`config.mk`:
```
export PLATFORM = sky130hd
export DESIGN_NAME = pfbi_host
export DESIGN_NICKNAME = d
export VERILOG_FILES = /design/src/pfbi_pkg.sv /design/src/pfbi_host.sv /design/src/pfbi_sync.sv
export VERILOG_INCLUDE_DIRS = /design/src
export SDC_FILE = /design/constraint.sdc
export NUM_CORES = 1
export LEC_CHECK = 0
export BUFFER_PORTS_ARGS = -buffer_cell sky130_fd_sc_hd__buf_2
export CAP_MARGIN = 25
export CORE_MARGIN = 8
export CORE_UTILIZATION = 46
export CTS_BUF_LIST = sky130_fd_sc_hd__clkbuf_16
export DETAILED_ROUTE_END_ITERATION = 8
export GPL_ROUTABILITY_DRIVEN = 1
export GPL_TIMING_DRIVEN = 0
export MAX_ROUTING_LAYER = met4
export PLACE_DENSITY_LB_ADDON = 0.08
export SLEW_MARGIN = 20
export SYNTH_ARGS = -nofsm -noshare
export SYNTH_HDL_FRONTEND = slang
export SYNTH_SLANG_ARGS = --single-unit
```
`constraint.sdc`:
```
create_clock -name ref_clk_i -period 1.9 [get_ports ref_clk_i]
set_input_delay 0.19 -clock ref_clk_i [delete_from_list [all_inputs] [get_ports ref_clk_i]]
set_output_delay 0.19 -clock ref_clk_i [all_outputs]
set_load 0.01 [all_outputs]
```
`src/pfbi_consts.svh`:
```
// Timing counts and field positions for the parallel flash host controller
// Assumes a 100 MHz controller clock
`ifndef PFBI_CONSTS_SVH
`define PFBI_CONSTS_SVH
`define PFBI_CLK_PERIOD_NS 10
`define PFBI_ACCESS_TIME_NS 120
`define PFBI_ACCESS_CYC ((`PFBI_ACCESS_TIME_NS + `PFBI_CLK_PERIOD_NS - 1) / `PFBI_CLK_PERIOD_NS)
`define PFBI_WE_PULSE_NS 50
`define PFBI_WE_PULSE_CYC ((`PFBI_WE_PULSE_NS + `PFBI_CLK_PERIOD_NS - 1) / `PFBI_CLK_PERIOD_NS)
`define PFBI_SETUP_NS 20
`define PFBI_SETUP_CYC ((`PFBI_SETUP_NS + `PFBI_CLK_PERIOD_NS - 1) / `PFBI_CLK_PERIOD_NS)
`define PFBI_RESET_PULSE_MIN_NS 500
`define PFBI_RESET_PULSE_MIN_CYC ((`PFBI_RESET_PULSE_MIN_NS + `PFBI_CLK_PERIOD_NS - 1) / `PFBI_CLK_PERIOD_NS)
`define PFBI_RESET_RECOVERY_TIME_NS 50
`define PFBI_RESET_RECOVERY_CYC ((`PFBI_RESET_RECOVERY_TIME_NS + `PFBI_CLK_PERIOD_NS - 1) / `PFBI_CLK_PERIOD_NS)
`define PFBI_READY_WAIT_NS 20000
`define PFBI_READY_WAIT_CYC ((`PFBI_READY_WAIT_NS + `PFBI_CLK_PERIOD_NS - 1) / `PFBI_CLK_PERIOD_NS)
`define PFBI_ADDR_W 19
`define PFBI_DATA_W 16
`define PFBI_CNT_W 12
`define PFBI_SECT_HI 18
`define PFBI_SECT_LO 12
`endif

```
`src/pfbi_pkg.sv`:
```
// Types for the parallel flash host controller
// Assumes pfbi_consts.svh is compiled alongside
package pfbi_pkg;
  typedef enum logic [2:0] {
    PFBI_IDLE,
    PFBI_RD_ACCESS,
    PFBI_WR_SETUP,
    PFBI_WR_PULSE,
    PFBI_WR_HOLD,
    PFBI_RST_PULSE,
    PFBI_RST_WAIT
  } pfbi_state_type;
endpackage : pfbi_pkg

```
`src/pfbi_host.sv`:
```
// Host controller driving a parallel boot-sector flash through its pins
// Assumes a 100 MHz clock and the flash pins joined by the testbench
`include "pfbi_consts.svh"
// Overview of operation
// - Reads drive chip select and output enable low, write strobe high.
// - Writes drive write strobe and chip select low, output enable high.
// - After standby, wait full select access time before using read data.
// - After an aborted operation the host does not reissue it; the user must.
// - Host waits reset recovery time after reset release before reading.
`timescale 1ns/1ns
module pfbi_host (
  input wire logic ref_clk_i,
  input wire logic reset_n_i,
  input wire logic byte_mode_i,
  input wire logic boot_top_i,
  input wire logic rd_req_i,
  input wire logic wr_req_i,
  input wire logic flash_reset_req_i,
  input wire logic [19:0] addr_i,
  input wire logic [15:0] wdata_i,
  input wire logic [15:0] dq_in_i,
  input wire logic ready_busy_n_i,
  output logic busy_o,
  output logic rd_valid_o,
  output logic wr_done_o,
  output logic [15:0] rdata_o,
  output logic [4:0] sector_o,
  output logic flash_busy_o,
  output logic chip_sel_n_o,
  output logic out_en_n_o,
  output logic wr_strobe_n_o,
  output logic flash_reset_n_o,
  output logic width_word_o,
  output logic [18:0] addr_o,
  output logic [15:0] dq_out_o,
  output logic [15:0] dq_oe_o
);
  pfbi_pkg::pfbi_state_type state_reg;
  pfbi_pkg::pfbi_state_type state_next;
  logic [`PFBI_CNT_W-1:0] count_reg;
  logic [`PFBI_CNT_W-1:0] count_next;
  logic ready_sync;
  logic recovery_reg;

  // Sector number from upper address bits, per boot layout
  function automatic logic [4:0] sector_of(input logic [6:0] hi, input logic top);
    logic [4:0] s;
    s = 5'h00;
    if (top) begin
      if (hi[6:3] != 4'hF) s = {1'b0, hi[6:3]};
      else if (!hi[2]) s = 5'h0F;
      else if (hi[1]) s = 5'h12;
      else s = hi[0] ? 5'h11 : 5'h10;
    end else begin
      if (hi[6:3] != 4'h0) s = 5'(hi[6:3]) + 5'h03;
      else if (hi[2]) s = 5'h03;
      else if (!hi[1]) s = 5'h00;
      else s = hi[0] ? 5'h02 : 5'h01;
    end
    return s;
  endfunction : sector_of

  pfbi_sync u_ready_sync (
    .ref_clk_i(ref_clk_i),
    .reset_n_i(reset_n_i),
    .pin_i(ready_busy_n_i),
    .level_o(ready_sync)
  );

  always_comb begin
    state_next = state_reg;
    count_next = count_reg - `PFBI_CNT_W'(1);
    case (state_reg)
      pfbi_pkg::PFBI_IDLE: begin
        count_next = (count_reg != `PFBI_CNT_W'(0)) ? count_reg - `PFBI_CNT_W'(1) : count_reg;
        if (flash_reset_req_i) begin
          state_next = pfbi_pkg::PFBI_RST_PULSE;
          count_next = `PFBI_CNT_W'(`PFBI_RESET_PULSE_MIN_CYC);
        end else if (wr_req_i) begin
          state_next = pfbi_pkg::PFBI_WR_SETUP;
          count_next = `PFBI_CNT_W'(`PFBI_SETUP_CYC);
        end else if (rd_req_i && !recovery_reg) begin
          state_next = pfbi_pkg::PFBI_RD_ACCESS;
          count_next = `PFBI_CNT_W'(`PFBI_ACCESS_CYC);
        end
      end
      pfbi_pkg::PFBI_RD_ACCESS: begin
        if (count_reg == 0) begin
          state_next = pfbi_pkg::PFBI_IDLE;
          count_next = `PFBI_CNT_W'(0);
        end
      end
      pfbi_pkg::PFBI_WR_SETUP: begin
        if (count_reg == 0) begin
          state_next = pfbi_pkg::PFBI_WR_PULSE;
          count_next = `PFBI_CNT_W'(`PFBI_WE_PULSE_CYC);
        end
      end
      pfbi_pkg::PFBI_WR_PULSE: begin
        if (count_reg == 0) begin
          state_next = pfbi_pkg::PFBI_WR_HOLD;
          count_next = `PFBI_CNT_W'(`PFBI_SETUP_CYC);
        end
      end
      pfbi_pkg::PFBI_WR_HOLD: begin
        if (count_reg == 0) begin
          state_next = pfbi_pkg::PFBI_IDLE;
          count_next = `PFBI_CNT_W'(0);
        end
      end
      pfbi_pkg::PFBI_RST_PULSE: begin
        if (count_reg == 0) begin
          state_next = pfbi_pkg::PFBI_RST_WAIT;
          count_next = `PFBI_CNT_W'(`PFBI_READY_WAIT_CYC);
        end
      end
      pfbi_pkg::PFBI_RST_WAIT: begin
        if (ready_sync || count_reg == 0) begin
          state_next = pfbi_pkg::PFBI_IDLE;
          count_next = `PFBI_CNT_W'(`PFBI_RESET_RECOVERY_CYC);
        end
      end
      default: state_next = pfbi_pkg::PFBI_IDLE;
    endcase
  end

  always_ff @(posedge ref_clk_i) begin
    if (!reset_n_i) begin
      state_reg <= pfbi_pkg::PFBI_IDLE;
      count_reg <= `PFBI_CNT_W'(0);
    end else begin
      state_reg <= state_next;
      count_reg <= count_next;
    end
  end

  // Reset recovery hold-off for reads
  always_ff @(posedge ref_clk_i) begin
    if (!reset_n_i) begin
      recovery_reg <= 1'b0;
    end else if (state_reg == pfbi_pkg::PFBI_RST_WAIT && state_next == pfbi_pkg::PFBI_IDLE) begin
      recovery_reg <= 1'b1;
    end else if (state_reg == pfbi_pkg::PFBI_IDLE && count_reg == 0) begin
      recovery_reg <= 1'b0;
    end
  end

  // Control pins
  always_ff @(posedge ref_clk_i) begin
    if (!reset_n_i) begin
      chip_sel_n_o <= 1'b1;
      out_en_n_o <= 1'b1;
      wr_strobe_n_o <= 1'b1;
      flash_reset_n_o <= 1'b1;
    end else begin
      chip_sel_n_o <= !(state_next == pfbi_pkg::PFBI_RD_ACCESS ||
        state_next == pfbi_pkg::PFBI_WR_SETUP || state_next == pfbi_pkg::PFBI_WR_PULSE ||
        state_next == pfbi_pkg::PFBI_WR_HOLD);
      out_en_n_o <= state_next != pfbi_pkg::PFBI_RD_ACCESS;
      wr_strobe_n_o <= state_next != pfbi_pkg::PFBI_WR_PULSE;
      flash_reset_n_o <= state_next != pfbi_pkg::PFBI_RST_PULSE;
    end
  end

  // Address and data pins
  always_ff @(posedge ref_clk_i) begin
    if (!reset_n_i) begin
      width_word_o <= 1'b1;
      addr_o <= 19'h0_0000;
      dq_out_o <= 16'h0000;
      dq_oe_o <= 16'h0000;
      sector_o <= 5'h00;
    end else if (state_reg == pfbi_pkg::PFBI_IDLE && state_next != pfbi_pkg::PFBI_IDLE &&
                 state_next != pfbi_pkg::PFBI_RST_PULSE) begin
      width_word_o <= !byte_mode_i;
      sector_o <= sector_of(byte_mode_i ? addr_i[19:13] : addr_i[18:12], boot_top_i);
      if (byte_mode_i) begin
        addr_o <= addr_i[19:1];
        dq_out_o <= {addr_i[0], 7'h00, wdata_i[7:0]};
        dq_oe_o <= {1'b1, 7'h00, {8{wr_req_i}}};
      end else begin
        addr_o <= addr_i[18:0];
        dq_out_o <= wdata_i;
        dq_oe_o <= {16{wr_req_i}};
      end
    end else if (state_next == pfbi_pkg::PFBI_IDLE || state_next == pfbi_pkg::PFBI_RST_PULSE) begin
      dq_oe_o <= 16'h0000;
    end
  end

  // Status and read data toward the user
  always_ff @(posedge ref_clk_i) begin
    if (!reset_n_i) begin
      busy_o <= 1'b0;
      rd_valid_o <= 1'b0;
      wr_done_o <= 1'b0;
      rdata_o <= 16'h0000;
      flash_busy_o <= 1'b0;
    end else begin
      busy_o <= state_next != pfbi_pkg::PFBI_IDLE;
      flash_busy_o <= !ready_sync;
      rd_valid_o <= state_reg == pfbi_pkg::PFBI_RD_ACCESS && count_reg == 0;
      wr_done_o <= state_reg == pfbi_pkg::PFBI_WR_HOLD && count_reg == 0;
      if (state_reg == pfbi_pkg::PFBI_RD_ACCESS && count_reg == 0) begin
        rdata_o <= width_word_o ? dq_in_i : {8'h00, dq_in_i[7:0]};
      end
    end
  end

  // Length of the current flash reset pulse
  logic [`PFBI_CNT_W-1:0] rst_len_reg;
  always_ff @(posedge ref_clk_i) begin
    if (!reset_n_i || flash_reset_n_o) begin
      rst_len_reg <= `PFBI_CNT_W'(0);
    end else begin
      rst_len_reg <= rst_len_reg + `PFBI_CNT_W'(1);
    end
  end

  rd_pins_a: assert property (@(posedge ref_clk_i) disable iff (!reset_n_i)
    !out_en_n_o |-> !chip_sel_n_o && wr_strobe_n_o) else $error("Read pins wrong");
  wr_pins_a: assert property (@(posedge ref_clk_i) disable iff (!reset_n_i)
    !wr_strobe_n_o |-> !chip_sel_n_o && out_en_n_o) else $error("Write pins wrong");
  no_clash_a: assert property (@(posedge ref_clk_i) disable iff (!reset_n_i)
    !out_en_n_o |-> dq_oe_o[14:0] == 15'h0000 && dq_oe_o[15] != width_word_o)
    else $error("Bus contention");
  rst_width_a: assert property (@(posedge ref_clk_i) disable iff (!reset_n_i)
    $fell(flash_reset_n_o) |-> !flash_reset_n_o [*8]) else $error("Reset too short");
  rst_len_a: assert property (@(posedge ref_clk_i) disable iff (!reset_n_i)
    $rose(flash_reset_n_o) |-> rst_len_reg >= `PFBI_CNT_W'(`PFBI_RESET_PULSE_MIN_CYC))
    else $error("Reset pulse below minimum");
  rst_idle_a: assert property (@(posedge ref_clk_i) disable iff (!reset_n_i)
    !flash_reset_n_o |-> chip_sel_n_o) else $error("Selected in reset");
  rd_time_a: assert property (@(posedge ref_clk_i) disable iff (!reset_n_i)
    $fell(out_en_n_o) |-> !out_en_n_o [*8]) else $error("Read too short");
  byte_pin_a: assert property (@(posedge ref_clk_i) disable iff (!reset_n_i)
    !width_word_o && !chip_sel_n_o |-> dq_oe_o[15] && dq_oe_o[14:8] == 7'h00)
    else $error("Byte mode lanes wrong");
  rd_done_a: assert property (@(posedge ref_clk_i) disable iff (!reset_n_i)
    $rose(out_en_n_o) && state_reg == pfbi_pkg::PFBI_IDLE |-> rd_valid_o)
    else $error("Read not answered");
endmodule : pfbi_host

```
`src/pfbi_sync.sv`:
```
// Three-stage synchroniser for one pin input
// Assumes the pin is asynchronous to ref_clk_i
`timescale 1ns/1ns
module pfbi_sync (
  input wire logic ref_clk_i,
  input wire logic reset_n_i,
  input wire logic pin_i,
  output logic level_o
);
  logic [2:0] stage_reg;

  always_ff @(posedge ref_clk_i) begin
    if (!reset_n_i) begin
      stage_reg <= 3'h7;
    end else begin
      stage_reg <= {stage_reg[1:0], pin_i};
    end
  end

  // Change counts once stages two and three agree
  always_ff @(posedge ref_clk_i) begin
    if (!reset_n_i) begin
      level_o <= 1'b1;
    end else if (stage_reg[1] == stage_reg[2]) begin
      level_o <= stage_reg[2];
    end
  end
endmodule : pfbi_sync

```
==> reports/metrics.cfg <==
[yosys]
synth_top_area_share = 0.418
async_reset_ff_frac = 0
yosys-top-cells-area = dfxtp_1, mux2i_1, nand2_1
syn_area_per_cell_um2 = 8.52
synth.distinct_cells = 60
syn_area_mm2 = 0.00421
ys_ff_latch = 88
syn_nets = 558
synth_top_area_cell = dfxtp_1
synth.most_common_cell = dfxtp_1
synthCells = 494
seq_area_frac_synth = 0.418
synth_commonest_cells = dfxtp_1, nand2_1, a21oi_1
ys_warn_count = 0
synth_ff_type = dfxtp_1
synth-edff-count = 0

[placement]
gp_congestion = 0.922
hpwl_um = 9450
dpl_cell_area_mm2 = 0.00507
port_buffers = 138

[worst_setup_path]
max_stage_delay_ns = 0.51
crit_path_end_kind = flip-flop
critPathLaunch = count_reg[1]$_SDFFE_PN0P_
crit_type = reg2reg
r2r_start = count_reg[1]$_SDFFE_PN0P_
crit_chain = inv_2 > ha_4 > or4b_4 > buf_12 > o311a_4 > a221oi_4 > o211ai_1 > and2_1
worstPathRequired_ns = 2.13
critical_path_arrival_ns = 2.54
slowest_stage = or4b_4
worstPathMaxFanout = 5
startpoint_type = flip-flop

[clocking]
holdBufCountCts = 0
cts-buffers-inserted = 9
worstSkewPairLatency_ns = 0.34
clockBufferDepth = 2
cts-root-buf = clkbuf_16
htree_levels = 3
cts_tree = built
clkTransAtPathRegs_ns = 0.07
cts.sinks = 88

[pwr]
p_leak_nw = 2.98
peakVddDrop_mv = 0.822
power_density_mw_per_mm2 = 1920

[global_routing]
antenna_found_initial = 0
grt_pass1_wl_um = 21900
grt_pass1_vias = 4423
grt-ovfl-total = 0
grt_usage = 0.218
grt_max_degree = 17

[run]
drv_cap = 0

[hold_path]
min_from = wdata_i[11]
worstHoldPathType = in2reg

[layout]
layout.nets = 762
largest_reg_flops = 19
largest_register = addr_o
top_regs = addr_o (19), dq_out_o (16), rdata_o (16)
syn2layout_area_growth_pct = 62.2
antenna_cells = 0
seq_area_mm2 = 0.00177
drive_above_1_share = 0.542
post-route-util = 0.753
fillers = 628
final_area_mm2 = 0.00683
multiInputGateArea_mm2 = 0.00290

[floorplan]
dieArea_mm2 = 0.0125
floorplan.initialDensity = 0.464
rows = 35
coreArea_mm2 = 0.00906
dieWidth_um = 112
die_h_um = 112
ios = 141

[drt]
wl_per_cell_um = 18.9
postRouteAntennaNets = 0
viasPerCell = 5.66
drt_first_pass_iters = 4
vias = 4607
drt_wl_total_um = 15300
drc_errors = 0
drt_iter0_markers = 276

[sta]
hold_violations = 0
finalCriticalPeriod_ns = 2.31
setup_violations = 80
tightest_slew_ns = 0.942
fin_skew_ns = 0.00978
worst_slack_ns = -0.410
finalMaxSlewViolations = 0
fin_crit_sh = 1.22
max_freq_mhz = 433
relSlewSlack = 0.366
rsz0062_at_grt = true

[run_status]
violations = setup timing
status = finished with violations

## power by group
part	switching, mW	total, mW	internal (mW)
sequential	0.478	2.92	2.44
combinational	4.30	8.22	3.92
clock	0.795	1.96	1.17
## cells in the final DEF, fill, tap and decap left out, types with 4 or more instances in the layout
cell / n
a21oi_2: 20
a211oi_2: 21
nor2_1: 33
buf_4: 47
nor4_4: 4
nor2b_1: 5
o21ai_0: 10
xnor2_1: 4
o31ai_1: 5
clkbuf_1: 14
nand2_1: 36
a221oi_2: 4
nor2_4: 5
buf_2: 142
o21ai_2: 6
a21oi_1: 26
buf_6: 17
nand3_2: 9
dfxtp_1: 84
nand2_4: 11
clkbuf_16: 14
mux2i_1: 24
buf_8: 6
nand2_2: 17
buf_12: 4
a22o_1: 7
nor2_2: 6
inv_1: 11
nand2b_1: 6
nand3_1: 14
## final cells by class
type | instances | share of cell area
Buffer | 42 | 0.0469
Clock inverter | 7 | 0.0156
Clock buffer | 9 | 0.0330
Multi-Input combinational cell | 348 | 0.425
Inverter | 14 | 0.00770
Timing Repair Buffer | 195 | 0.193
Tap cell | 111 | 0.0203
Sequential cell | 88 | 0.259
## routing by layer
layer / track usage / up-vias / part of all wire
li1: - / 2191 / -
met2: 0.365 / 194 / 0.50
met4: 0.0665 / 0 / 0.021
met1: 0.250 / 2189 / 0.41
met5: - / - / 0
met3: 0.0601 / 33 / 0.069
## kinds of logic after synthesis
group	synth area share
simple gates	0.206
compound gates	0.217
flops	0.418
buf+inv	0.0722
mux	0.0621
xor+xnor	0.0125
fa+ha+maj	0.0119
## critical path, delay by kind of cell (launching register included)
family	cells	cell delay (ns)
adders and majority gates	1	0.13
DFF	1	0.34
AOI/OAI and AO/OA	3	0.80
buffers and inverters	2	0.24
and+or+nand+nor	2	0.69
## metrics by stage
stage | instances | TNS, ns | worst slack [ns] | power (mW) | hold slack, ns
finish | 814 | -18.47 | -0.410 | 13.1 | 0.0620
global route | 814 | -23.77 | -0.433 | 13.7 | 0.0454
CTS | 783 | -8.28 | -0.344 | 10.8 | 0.0427
detailed placement | 743 | -34.06 | -0.646 | 7.36 | 0.394
global placement | 743 | -32.50 | -0.627 | 7.30 | 0.372
floorplan | 494 | -2.49 | -0.110 | 5.98 | 0.291
## repair_timing
| item | 4_1_cts | 5_1_grt |
|---|---|---|
| gates resized for setup | 105 | 108 |
| pin swaps | 56 | 38 |
| setup buffers | 25 | 25 |
| gates cloned | 2 | 7 |
| setup endpoints to repair | 81 | 82 |
## final timing paths
check,to,slack (ns),cells after the start
min,dq_out_o[11]$_SDFFE_PN0P_,0.06,2
max reg2reg,busy_o$_SDFF_PN0_,-0.41,8
max,busy_o$_SDFF_PN0_,-0.41,8
min reg2reg,u_ready_sync.stage_reg[1]$_SDFF_PN1_,0.43,1
No activity file was read; power rests on OpenSTA's default activity.
